--- config.mk ---
export PLATFORM = sky130hd
export DESIGN_NAME = txpei_top
export DESIGN_NICKNAME = d
export VERILOG_FILES = /design/src/design/txpei_pkg.sv /design/src/design/txpei_chan.sv /design/src/design/txpei_top.sv
export SDC_FILE = /design/constraint.sdc
export NUM_CORES = 1
export LEC_CHECK = 0
export ABC_AREA = 1
export BUFFER_PORTS_ARGS = -buffer_cell sky130_fd_sc_hd__buf_2
export CORE_MARGIN = 4
export CORE_UTILIZATION = 35
export DETAILED_ROUTE_END_ITERATION = 6
export PLACE_DENSITY_LB_ADDON = 0.1
export RECOVER_POWER = 100
export SETUP_SLACK_MARGIN = 0.02
export SKIP_LAST_GASP = 1
export SLEW_MARGIN = 20
export SYNTH_ARGS = -nofsm -noshare
export SYNTH_HDL_FRONTEND = slang
export SYNTH_SLANG_ARGS = --single-unit
--- constraint.sdc ---
create_clock -name CORE_CLK_I -period 1.9 [get_ports CORE_CLK_I]
set_input_delay 0.285 -clock CORE_CLK_I [delete_from_list [all_inputs] [get_ports CORE_CLK_I]]
set_output_delay 0.285 -clock CORE_CLK_I [all_outputs]
set_load 0.01 [all_outputs]
--- src/design/txpei_pkg.sv ---
package txpei_pkg;

   localparam int         NUM_CH           = 4;
   localparam int         ADDR_W           = 8;
   localparam int         DATA_W           = 32;
   localparam int         CNT_W            = 10;

   // character counts of one self-test pass
   localparam logic [9:0] PASS_CHARS       = 10'h1ff;
   localparam logic [9:0] WORD_SYNC_CHARS  = 10'h010;

   // register byte offsets
   localparam logic [7:0] CTRL_OFFSET      = 8'h00;
   localparam logic [7:0] STATUS_OFFSET    = 8'h04;
   localparam logic [7:0] IRQ_STAT_OFFSET  = 8'h08;
   localparam logic [7:0] IRQ_MASK_OFFSET  = 8'h0c;
   localparam logic [7:0] PASS_CNT_OFFSET  = 8'h10;
   localparam logic [7:0] FAULT_CNT_OFFSET = 8'h14;

   // control register fields
   localparam int         CTRL_BIST_POS    = 0;
   localparam int         CTRL_COMMON_POS  = 4;
   localparam int         CTRL_CKSEL_POS   = 5;
   localparam int         CTRL_RATE_POS    = 6;

   // status register fields
   localparam int         STAT_ERR_POS     = 0;
   localparam int         STAT_FAULT_POS   = 4;
   localparam int         STAT_REALIGN_POS = 8;

   // interrupt status / mask fields
   localparam int         IRQ_PASS_POS     = 0;
   localparam int         IRQ_FAULT_POS    = 4;

   localparam logic [6:0]  CTRL_RESET      = 7'h00;
   localparam logic [7:0]  IRQ_MASK_RESET  = 8'h00;
   localparam logic [31:0] RDATA_RESET     = 32'h0000_0000;

   typedef struct packed {
      logic [7:0]  addr;
      logic [31:0] wdata;
      logic        wr;
      logic        rd;
   } txpei_bus_req_type;

   typedef struct packed {
      logic        bist_en;
      logic        common_clk;
      logic        buf_en;
      logic        underflow;
      logic        overflow;
      logic        word_sync_sent;
      logic        realign_active;
   } txpei_chan_in_type;

   typedef struct packed {
      logic        err;
      logic        fault;
      logic        pass_evt;
      logic        fault_evt;
   } txpei_chan_out_type;

endpackage

--- src/design/txpei_chan.sv ---
module txpei_chan
(
   input  wire logic                         clk_i,
   input  wire logic                         rst_b_i,
   input  wire txpei_pkg::txpei_chan_in_type chan_i,
   output txpei_pkg::txpei_chan_out_type     chan_o
);

   typedef struct packed {
      logic [9:0] cnt;
      logic       err;
      logic       fault;
      logic       pass_evt;
      logic       fault_evt;
   } txpei_chan_state_type;

   txpei_chan_state_type state_ff;
   txpei_chan_state_type nxt_state;

   logic [9:0] last_cnt;
   logic       pass_now;
   logic       fault_set;
   logic       fault_clr;

   always_comb
   begin
      nxt_state = state_ff;
      last_cnt  = chan_i.common_clk ?
                  10'(txpei_pkg::PASS_CHARS + txpei_pkg::WORD_SYNC_CHARS - 10'h001) :
                  10'(txpei_pkg::PASS_CHARS - 10'h001);
      pass_now  = chan_i.bist_en && (state_ff.cnt == last_cnt);
      if (!chan_i.bist_en || pass_now)
      begin
         nxt_state.cnt = 10'h000;
      end
      else
      begin
         nxt_state.cnt = 10'(state_ff.cnt + 10'h001);
      end
      fault_set = chan_i.buf_en && (chan_i.underflow || chan_i.overflow);
      fault_clr = chan_i.word_sync_sent || chan_i.realign_active;
      // a fault in the clearing cycle is kept
      nxt_state.fault     = fault_set || (state_ff.fault && !fault_clr);
      nxt_state.fault_evt = fault_set && !state_ff.fault;
      nxt_state.pass_evt  = pass_now;
      nxt_state.err       = pass_now || nxt_state.fault;
   end

   always_ff @(posedge clk_i or negedge rst_b_i)
   begin
      if (!rst_b_i)
      begin
         state_ff <= '0;
      end
      else
      begin
         state_ff <= nxt_state;
      end
   end

   assign chan_o.err       = state_ff.err;
   assign chan_o.fault     = state_ff.fault;
   assign chan_o.pass_evt  = state_ff.pass_evt;
   assign chan_o.fault_evt = state_ff.fault_evt;

endmodule

--- src/design/txpei_top.sv ---
// Behaviour
// - one active-high error output per channel
// - self-test pulses output every 511 characters
// - common clock adds 16-character word sync
// - buffers enabled: select high, or half-rate
// - buffer fault latched until sync or realign
// - characters may slip during re-centring
module txpei_top
(
   input  wire logic        CORE_CLK_I,
   input  wire logic        RST_B_I,
   input  wire logic [7:0]  BUS_ADDR_I,
   input  wire logic [31:0] BUS_WDATA_I,
   input  wire logic        BUS_WR_I,
   input  wire logic        BUS_RD_I,
   output logic      [31:0] BUS_RDATA_O,
   input  wire logic [3:0]  BUF_UNDERFLOW_I,
   input  wire logic [3:0]  BUF_OVERFLOW_I,
   input  wire logic [3:0]  WORD_SYNC_SENT_I,
   input  wire logic        TX_REALIGN_RESET_B_I,
   output logic             TX_PATH_ERROR_A_O,
   output logic             TX_PATH_ERROR_B_O,
   output logic             TX_PATH_ERROR_C_O,
   output logic             TX_PATH_ERROR_D_O,
   output logic             REALIGN_ACTIVE_O,
   output logic             IRQ_O
);

   typedef struct packed {
      logic [3:0]  bist_en;
      logic        common_clk;
      logic        tx_clock_select;
      logic        tx_half_rate_select;
      logic [7:0]  irq_stat;
      logic [7:0]  irq_mask;
      logic [31:0] rdata;
      logic        realign_meta;
      logic        realign_sync;
      logic [31:0] pass_cnt;
      logic [31:0] fault_cnt;
   } txpei_state_type;

   txpei_state_type                           state_ff;
   txpei_state_type                           nxt_state;
   txpei_pkg::txpei_bus_req_type              bus_req;
   txpei_pkg::txpei_chan_in_type  [3:0]       chan_in;
   txpei_pkg::txpei_chan_out_type [3:0]       chan_out;
   logic                          [3:0]       err_vec;
   logic                          [3:0]       fault_vec;
   logic                          [3:0]       pass_vec;
   logic                          [3:0]       fault_evt_vec;
   logic                                      buf_en;
   logic                                      realign_active;

   function automatic logic hit(input logic [7:0] addr, input logic [7:0] offset);
      hit = (addr == offset);
   endfunction

   function automatic logic [31:0] bump_bytes(input logic [31:0] cnts,
                                              input logic [3:0]  evts);
      logic [31:0] res;
      res = cnts;
      for (int i = 0; i < txpei_pkg::NUM_CH; i++)
      begin
         // saturate rather than wrap so a storm stays visible
         if (evts[i] && (cnts[8*i +: 8] != 8'hff))
         begin
            res[8*i +: 8] = 8'(cnts[8*i +: 8] + 8'h01);
         end
      end
      bump_bytes = res;
   endfunction

   assign bus_req.addr  = BUS_ADDR_I;
   assign bus_req.wdata = BUS_WDATA_I;
   assign bus_req.wr    = BUS_WR_I;
   assign bus_req.rd    = BUS_RD_I;

   assign buf_en = state_ff.tx_clock_select || state_ff.tx_half_rate_select;

   assign realign_active = !state_ff.realign_sync;

   genvar ch;
   generate
      for (ch = 0; ch < txpei_pkg::NUM_CH; ch++)
      begin : g_chan
         assign chan_in[ch].bist_en        = state_ff.bist_en[ch];
         assign chan_in[ch].common_clk     = state_ff.common_clk;
         assign chan_in[ch].buf_en         = buf_en;
         assign chan_in[ch].underflow      = BUF_UNDERFLOW_I[ch];
         assign chan_in[ch].overflow       = BUF_OVERFLOW_I[ch];
         assign chan_in[ch].word_sync_sent = WORD_SYNC_SENT_I[ch];
         assign chan_in[ch].realign_active = realign_active;

         txpei_chan u_chan
         (
            .clk_i   (CORE_CLK_I),
            .rst_b_i (RST_B_I),
            .chan_i  (chan_in[ch]),
            .chan_o  (chan_out[ch])
         );

         assign err_vec[ch]       = chan_out[ch].err;
         assign fault_vec[ch]     = chan_out[ch].fault;
         assign pass_vec[ch]      = chan_out[ch].pass_evt;
         assign fault_evt_vec[ch] = chan_out[ch].fault_evt;
      end
   endgenerate

   always_comb
   begin
      nxt_state = state_ff;

      // realign pin is asynchronous to the core clock
      nxt_state.realign_meta = TX_REALIGN_RESET_B_I;
      nxt_state.realign_sync = state_ff.realign_meta;

      if (bus_req.wr && hit(bus_req.addr, txpei_pkg::CTRL_OFFSET))
      begin
         nxt_state.bist_en             = bus_req.wdata[txpei_pkg::CTRL_BIST_POS +: 4];
         nxt_state.common_clk          = bus_req.wdata[txpei_pkg::CTRL_COMMON_POS];
         nxt_state.tx_clock_select     = bus_req.wdata[txpei_pkg::CTRL_CKSEL_POS];
         nxt_state.tx_half_rate_select = bus_req.wdata[txpei_pkg::CTRL_RATE_POS];
      end

      if (bus_req.wr && hit(bus_req.addr, txpei_pkg::IRQ_MASK_OFFSET))
      begin
         nxt_state.irq_mask = bus_req.wdata[7:0];
      end

      // write-one-to-clear, new events win over the clear
      if (bus_req.wr && hit(bus_req.addr, txpei_pkg::IRQ_STAT_OFFSET))
      begin
         nxt_state.irq_stat = state_ff.irq_stat & ~bus_req.wdata[7:0];
      end
      nxt_state.irq_stat[txpei_pkg::IRQ_PASS_POS +: 4]  =
         nxt_state.irq_stat[txpei_pkg::IRQ_PASS_POS +: 4] | pass_vec;
      nxt_state.irq_stat[txpei_pkg::IRQ_FAULT_POS +: 4] =
         nxt_state.irq_stat[txpei_pkg::IRQ_FAULT_POS +: 4] | fault_evt_vec;

      // each counter cleared by a write to its own offset; events in that cycle still count
      if (bus_req.wr && hit(bus_req.addr, txpei_pkg::PASS_CNT_OFFSET))
      begin
         nxt_state.pass_cnt = 32'h0000_0000;
      end
      nxt_state.pass_cnt = bump_bytes(nxt_state.pass_cnt, pass_vec);
      if (bus_req.wr && hit(bus_req.addr, txpei_pkg::FAULT_CNT_OFFSET))
      begin
         nxt_state.fault_cnt = 32'h0000_0000;
      end
      nxt_state.fault_cnt = bump_bytes(nxt_state.fault_cnt, fault_evt_vec);

      // read data valid only in the cycle after the strobe
      nxt_state.rdata = 32'h0000_0000;
      if (bus_req.rd)
      begin
         case (bus_req.addr)
            txpei_pkg::CTRL_OFFSET:
            begin
               nxt_state.rdata[txpei_pkg::CTRL_BIST_POS +: 4]  = state_ff.bist_en;
               nxt_state.rdata[txpei_pkg::CTRL_COMMON_POS]     = state_ff.common_clk;
               nxt_state.rdata[txpei_pkg::CTRL_CKSEL_POS]      = state_ff.tx_clock_select;
               nxt_state.rdata[txpei_pkg::CTRL_RATE_POS]       = state_ff.tx_half_rate_select;
            end
            txpei_pkg::STATUS_OFFSET:
            begin
               nxt_state.rdata[txpei_pkg::STAT_ERR_POS +: 4]   = err_vec;
               nxt_state.rdata[txpei_pkg::STAT_FAULT_POS +: 4] = fault_vec;
               nxt_state.rdata[txpei_pkg::STAT_REALIGN_POS]    = realign_active;
            end
            txpei_pkg::IRQ_STAT_OFFSET:
            begin
               nxt_state.rdata[7:0] = state_ff.irq_stat;
            end
            txpei_pkg::IRQ_MASK_OFFSET:
            begin
               nxt_state.rdata[7:0] = state_ff.irq_mask;
            end
            txpei_pkg::PASS_CNT_OFFSET:
            begin
               nxt_state.rdata = state_ff.pass_cnt;
            end
            txpei_pkg::FAULT_CNT_OFFSET:
            begin
               nxt_state.rdata = state_ff.fault_cnt;
            end
            default:
            begin
               nxt_state.rdata = 32'h0000_0000;
            end
         endcase
      end
   end

   always_ff @(posedge CORE_CLK_I or negedge RST_B_I)
   begin
      if (!RST_B_I)
      begin
         state_ff.bist_en             <= txpei_pkg::CTRL_RESET[3:0];
         state_ff.common_clk          <= txpei_pkg::CTRL_RESET[4];
         state_ff.tx_clock_select     <= txpei_pkg::CTRL_RESET[5];
         state_ff.tx_half_rate_select <= txpei_pkg::CTRL_RESET[6];
         state_ff.irq_stat            <= 8'h00;
         state_ff.irq_mask            <= txpei_pkg::IRQ_MASK_RESET;
         state_ff.rdata               <= txpei_pkg::RDATA_RESET;
         // idle pin level is high, so no false realign after reset
         state_ff.realign_meta        <= 1'b1;
         state_ff.realign_sync        <= 1'b1;
         state_ff.pass_cnt            <= 32'h0000_0000;
         state_ff.fault_cnt           <= 32'h0000_0000;
      end
      else
      begin
         state_ff <= nxt_state;
      end
   end

   assign BUS_RDATA_O = state_ff.rdata;

   assign TX_PATH_ERROR_A_O = err_vec[0];
   assign TX_PATH_ERROR_B_O = err_vec[1];
   assign TX_PATH_ERROR_C_O = err_vec[2];
   assign TX_PATH_ERROR_D_O = err_vec[3];

   assign REALIGN_ACTIVE_O = realign_active;

   assign IRQ_O = |(state_ff.irq_stat & state_ff.irq_mask);

endmodule

# ---- After elaboration in Yosys (flattened, before gate mapping)
# Cells that the tools add are included.
dict set report totals {
  reg_bits 177
  inputBits 57
  output_inout_bits 38
  wordCells 151
}
dict set report classes {
  n_eq_ne 17
  add_sub_neg 12
  muxes 21
  n_reduce_logical 65
  n_bitwise 5
}
# op count
set ops {}
lappend ops {{$mux W32} 3}
lappend ops {{$mux W8} 9}
lappend ops {{$add A8 B1 Y8 const B} 8}
lappend ops {{$ne A8 B8 Y1 const B} 8}
lappend ops {{$mux W10} 5}
lappend ops {{$pmux W23 S2} 1}
lappend ops {{$pmux W7 S6} 1}
lappend ops {{$add A10 B1 Y10 const B} 4}
lappend ops {{$eq A10 B10 Y1} 4}
lappend ops {{$logic_and A1 B1 Y1} 29}
lappend ops {{$logic_or A1 B1 Y1} 21}
lappend ops {{$and A8 B8 Y8} 2}
lappend ops {{$eq A8 B4 Y1 const B} 2}
lappend ops {{$eq A8 B5 Y1 const B} 2}
lappend ops {{$logic_not A1 Y1} 13}
lappend ops {{$eq A8 B3 Y1 const B} 1}
lappend ops {{$logic_not A8 Y1} 1}
lappend ops {{$not A8 Y8} 1}
lappend ops {{$or A4 B4 Y4} 2}
lappend ops {{$reduce_or A8 Y1} 1}
lappend ops {{$pmux W1 S5} 1}
lappend ops {{$pmux W1 S3} 1}

# ---- Depth between registers and ports, before layout
# Gate-level depths: netlist of run 1.
dict set report depth {
  ltp_word 6
  mapped_depth 13
}

# ---- Modules after synthesis
# A second synthesis of run 1 with hierarchy kept.
dict set report hier_totals {
  hier_cells 1249
  hier_area_um2 9649.3
}
# module seq_area_each_um2 cells_each n_inst area_each_um2
set by_module_without_submodules {}
lappend by_module_without_submodules {txpei_top 3030.4 881 1 6626.4}
lappend by_module_without_submodules {txpei_chan 350.3 92 4 755.7}

# ---- Least setup slack after synthesis of run 1
# No wires, ideal clock.
dict set report synth_timing {
  kind {input to register}
  startpoint {input port BUS_ADDR_I[0]}
  endpoint {register state_ff[3] in the netlist's numbering}
  n_path_buf 1
  stages 13
  arrival_ns 1.354
  required_ns 1.782
  setup_ns 0.118
  path_slack_ns 0.428
  path_cell_list {inv_1 nand2_1 nor2_1 nand3_4 buf_6 nand2_1 nor2_1 nand2_1 inv_1 nand2_2 nand2_1 nand2_1 nand2_1}
}
# item line_no
set synth_lines {}
lappend synth_lines {{from (decl)} txpei_top.sv:12} ;# input wire logic [7:0] BUS_ADDR_I,
lappend synth_lines {{to (signal assigned)} txpei_top.sv:214} ;# state_ff <= nxt_state;
lappend synth_lines {{to (decl)} txpei_top.sv:43} ;# txpei_state_type state_ff;

# ---- Worst setup path in the final report of run 1
dict set report layout_timing {
  startpoint {register state_ff[105] in the netlist's numbering}
  endpoint {output port IRQ_O}
}
dict set report layout_via {
  elab_chain_len 2
}
# item line_no
set layout_rtl {}
lappend layout_rtl {{$and A8 B8 Y8} txpei_top.sv:227} ;# assign IRQ_O = |(state_ff.irq_stat & state_ff.irq_mask);
lappend layout_rtl {{$reduce_or A8 Y1} txpei_top.sv:227}
lappend layout_rtl {{to (decl)} txpei_top.sv:26} ;# output logic IRQ_O
# No other way between the ends.

==> metrics, run 1 <==
Worst Hold Depth 2; MaxCap Viol Count 0; I/O pins 95; vias in the first global route 7288; Area growth syn-to-layout 12.4%; initial antenna violation count 0; Post-CTS Resized 0; layout cell share with drive strength beyond 1 8.59%; cell count after placement 1541; most frequent cells in the layout nand2_1, dfrtp_1, inv_1; total CTS buffers 17; Die H 169 um; worst r2r dst g_chan[0].u_chan.state_ff[8]; Multi-input gate area 3700 um2; R2R cell count 5; n_diodes 0; Hold Startpoint WORD_SYNC_SENT_I[2]; register area share after synthesis 48.6%; register area 4430 um2; Post-Syn Instances 1166; Synth Register Bits 177; H-tree depth 4; wire per inst 14.6 um; post-route ant nets 0; Mapped Nets 1231; launching point of the worst reg2reg path chan_in[5]; CP startpoint kind flop; Buffers on Ports 70; largest net degree at the start of global routing 54; 1st-iter DRT viols 356; share of the synthesized area in the top cell type 48.1%; Clock Path Buffers 2; Endpoint, Worst Hold g_chan[2].u_chan.chan_o[2]; Yosys warning count 0; f_max 0.587 GHz; drt pass-1 iters 5; RSZ-0062 raised after global routing false; Yosys cell types 40; Via-to-Cell Ratio 4.72; Die Width 169 um; worst hold-check path type input port to flop; Post-Route WL 23.0 mm; Worst-path clk slew 70 ps; Initial Utilization 35.9%; Final Cycle Share 89.7%; CTS tree built; status completed; Critical Path RT 1620 ps; crit path kind flop to primary output; CP Capture Type primary output; global-route wire length before repair 37.7 mm; Worst R2R Setup Slack 350 ps; Worst Skew 9.41 ps; Final TNS setup 0 ps; Post-synth EDFFs 0; vias post-DR 7439; worst-skew pair later-pin latency 440 ps; Worst Setup SP state_ff[105]; Arr. time, crit path 1420 ps; Clock Root Buffer clkbuf_16; pwr dens 808 nW/um2; Mean Syn Cell Area 7.82 um2; actual slew at the worst max-slew pin 831 ps; Residual DRC 0; maximum vdd drop 0.000403 V; Max FO, Critical Path 2; GPL Wtd Cong 0.839; slew margin rel. 44.6%; total core area 25400 um2; leading area contributor after synthesis dfrtp_1; PnR worst setup slack 196 ps; Lkg Pwr 5.09 nW; pre-CTS setup slack 46.3 ps; # fillers 2716; Async SR Flop Fraction 100%; HPWL after DPL 17.1 mm; fin cells 1575; Top FF cell, synth dfrtp_1; max-slew violation count 0; Cell Rows 58; global-route usage over all layers 16.5%; Post-Syn Area 9110 um2; most common cell after layout, fill and taps aside nand2_1; synth top area cells dfrtp_1, nand2_1, nand3_1, inv_1, nor2_1; nets 1297; total gr overflow 0; fin crit period 1700 ps; final hold violation count 0; die area 28700 um2; clk sinks 177; final setup fails 0
what timing repair did:
| action | 4_1_cts | 5_1_grt |
|---|---|---|
| setup buffers | 0 | 0 |
| setup endpoints to repair | 0 | 0 |
| hold buffers | 2 | 0 |
| hold endpoints to repair | 47 | 0 |
power by group:
| part | internal [W] | switching, W |
|---|---|---|
| logic | 0.000250 | 0.000469 |
| registers | 0.00394 | 0.000197 |
| clock network | 0.00183 | 0.00159 |
| total | 0.00602 | 0.00226 |
area by class of cell:
class / count / area share, %
Timing Repair Buffer: 106 / 5.79
Clock buffer: 18 / 4.19
Inverter: 145 / 5.31
Sequential cell: 177 / 43.3
Tap cell: 330 / 4.03
Clock inverter: 14 / 1.28
Multi-Input combinational cell: 785 / 36.1
state kept, by name (all words and copies together), names as in the netlist:
register,count
g_chan.u_chan.state_ff,40
chan_in,5
g_chan.u_chan.chan_o,16
state_ff,83
nxt_state,1
BUS_RDATA_O,32
stage by stage:
| step | hold slack [ps] | total power, W | util [%] | instance area, um2 |
|---|---|---|---|---|
| after CTS | 25.4 | 0.00845 | 41.1 | 10400 |
| after detailed placement | 293 | 0.00498 | 38.8 | 9850 |
| after floorplan | -10.6 | 0.00460 | - | 9110 |
| after global placement | 298 | 0.00498 | 38.8 | 9850 |
| final | 44.2 | 0.00827 | 40.3 | 10200 |
| after global routing | 27.9 | 0.00869 | 40.3 | 10200 |
critical path, stage by stage (launching register included):
cell,delay [ps]
dfrtp_1,380
inv_1,80
o22ai_1,90
a21oi_1,160
nand4_1,130
clkbuf_1,150
kinds of logic after synthesis:
group	count (synthesis)	share of synthesized area, %
compound gates	133	8.29
buf+inv	204	10.2
flops	177	48.6
simple gates	628	30.2
fa+ha+maj	8	1.10
xor+xnor	16	1.54
routing by layer:
metal	vias to the layer above	global-route usage, %	wire length (um)
met5	-	0	0
met4	0	4.34	261
li1	3838	-	-
met2	95	26.1	10500
met3	21	2.75	665
met1	3485	23.6	11700
cells in the mapped netlist, drive strengths merged (9+ instances only):
cell type    n
nand2      333
dfrtp      175
inv        144
nor2       119
nand3      115
buf         53
o21ai       48
a21oi       41
nand4       27
nor3        17
o21a        12
o21bai       9
worst max-delay path by stage:
stage / end / slack, ps / cells after the start
5_1_grt: state_ff[61] / 60 / 13
2_1_floorplan: state_ff[3] / 430 / 13
4_1_cts: IRQ_O / 180 / 5
3_3_place_gp: state_ff[105] / 70 / 10
6_report: IRQ_O / 200 / 5
3_5_place_dp: state_ff[98] / 50 / 9
Power figures use the tool's default switching activity.
==> run 2, diff against run 1 <==
--- a/config.mk
+++ b/config.mk
@@ -12,6 +12,7 @@
 export DETAILED_ROUTE_END_ITERATION = 6
 export PLACE_DENSITY_LB_ADDON = 0.1
 export RECOVER_POWER = 100
+export REMOVE_ABC_BUFFERS = 1
 export SETUP_SLACK_MARGIN = 0.02
 export SKIP_LAST_GASP = 1
 export SLEW_MARGIN = 20
==> run 2 against run 1 <==
  * Sequential power is essentially flat
  * Clock power shrank 3%
  * Clock skew is essentially flat
  * Critical path depth is the same
  * Worst hold slack gained 15 ps
  * Critical endpoint unchanged
  * Critical path type unchanged
  * Global-route usage grew 0.23 points
  * First-iteration DRC count grew 57%
==> metrics, run 2 (synthesis results as in run 1) <==
largest net degree at the start of global routing 46; Switching Share 27.6%; crit path kind flop to primary output; worst-skew pair later-pin latency 430 ps; Worst Hold Depth 2; initial antenna violation count 0; H-tree depth 4; # fillers 2700; vias post-DR 7569; total core area 25400 um2; worst hold-check path type input port to flop; Worst Skew 9.76 ps; maximum vdd drop 0.000352 V; Post-CTS Resized 0; die area 28700 um2; Critical Path RT 1620 ps; final hold violation count 0; Lkg Pwr 5.10 nW; most common cell after layout, fill and taps aside nand2_1; wire per inst 14.8 um; Initial Utilization 35.9%; crit-path max cell delay 380 ps; layout cell share with drive strength beyond 1 8.81%; GPL Wtd Cong 0.830; CP Capture Type primary output; CTS tree built; Tot Pwr 0.00819 W; clk sinks 177; drt pass-1 iters 5; f_max 0.562 GHz; 1st-iter DRT viols 558; n_diodes 0; status completed; most frequent cells in the layout nand2_1, dfrtp_1, inv_1; total CTS buffers 17; pwr dens 797 nW/um2; R2R cell count 6; Die Width 169 um; Internal 0.00593 W; global-route usage over all layers 16.7%; Area growth syn-to-layout 12.9%; nets 1301; Via-to-Cell Ratio 4.79; slowest CP cell dfrtp_1; final hold slack 59.0 ps; Buffers on Ports 70; vias in the first global route 7426; switching pwr 0.00227 W; setup bufs post-CTS 0; clock network fraction of design power 40.6%; CP Cell Sequence inv_1, o22ai_1, a21oi_1, nand4_1, clkbuf_2; Seq pwr share 50.4%; Combinational Power Share 9.0%; post-route ant nets 0; Residual DRC 0; Post-Route WL 23.4 mm; Max FO, Critical Path 2; I/O pins 95; CP startpoint kind flop; Cell Rows 58; max reg flops 83; Arr. time, crit path 1500 ps; global-route wire length before repair 38.5 mm; MaxCap Viol Count 0; max-slew violation count 0; Final Cycle Share 93.7%; Largest Register state_ff; Die H 169 um; actual slew at the worst max-slew pin 1360 ps; RSZ-0062 raised after global routing false; fin crit period 1780 ps; total gr overflow 0; pre-CTS setup slack 29.7 ps; HPWL after DPL 17.2 mm; Worst-path clk slew 70 ps; PnR worst setup slack 119 ps; Clock Path Buffers 2; slew margin rel. 9.09%; Clock Root Buffer clkbuf_16; final setup fails 0
## run 2: cell types whose count changed in the layout (fill, tap and decap cells not counted), moves of 3 or more
cell / before / now
buf_4: 15 / 18
clkbuf_1: 48 / 44
nand2_4: 4 / 1
buf_12: 4 / 8
nand2_1: 327 / 332
clkbuf_2: 3 / 6
## run 2: power by group through the flow
stage	Sequential [W]	Clock [W]	Combinational [W]
after floorplan	0.00414	0	0.000448
after global placement	0.00419	0	0.000760
after detailed placement	0.00420	0	0.000772
after CTS	0.00413	0.00342	0.000781
after global routing	0.00415	0.00357	0.000861
final	0.00413	0.00333	0.000738
## run 2: what timing repair did
item                                    4_1_cts  5_1_grt
endpoints found under the hold margin        42        0
endpoints found under the setup margin        0        0
hold buffers                                  2        0
## run 2: critical path: cells and delay by family (launching register included)
family	cells	cell delay (ps)
AO/OA/AOI/OAI	2	280
buffers and inverters	2	250
flip-flops	1	380
AND/OR/NAND/NOR	1	150
## run 2: cell type report
type	count	area (um2)	area share [%]
sequential	177	4430	43.1
multi-input combinational	785	3670	35.7
timing repair buffer	110	677	6.58
inverter	145	544	5.29
clock buffer	19	443	4.31
tap	330	413	4.01
clock inverter	13	104	1.01
## run 2: worst paths after layout
check | start | endpoint | slack (ps)
setup reg to reg | g_chan[2].u_chan.state_ff[10] | g_chan[2].u_chan.state_ff[7] | 250
hold reg to reg | nxt_state[64] | state_ff[64] | 350
max in group asynchronous | RST_B_I | nxt_state[64] | 270
setup / recovery | state_ff[113] | IRQ_O | 120
hold / removal | WORD_SYNC_SENT_I[1] | g_chan[1].u_chan.chan_o[2] | 60
min in group asynchronous | RST_B_I | state_ff[62] | 690
## run 2: metrics by stage
step           instances  setup TNS [ps]  cell area (um2)  utilization [%]
4_1_cts             1579               0            10500             41.2
5_1_grt             1579               0            10300             40.5
3_5_place_dp        1545               0             9900             39.0
6_report            1579               0            10300             40.5
3_3_place_gp        1545               0             9900             39.0
2_1_floorplan       1107          -50190             8720                -
## run 2: per-layer routing
layer | up-vias | wire length, um | GRT usage (%)
met1 | 3568 | 11500 | 23.5
met2 | 129 | 10800 | 27.2
met3 | 17 | 784 | 2.49
met5 | - | 0 | 0
met4 | 0 | 280 | 4.66
li1 | 3855 | - | -
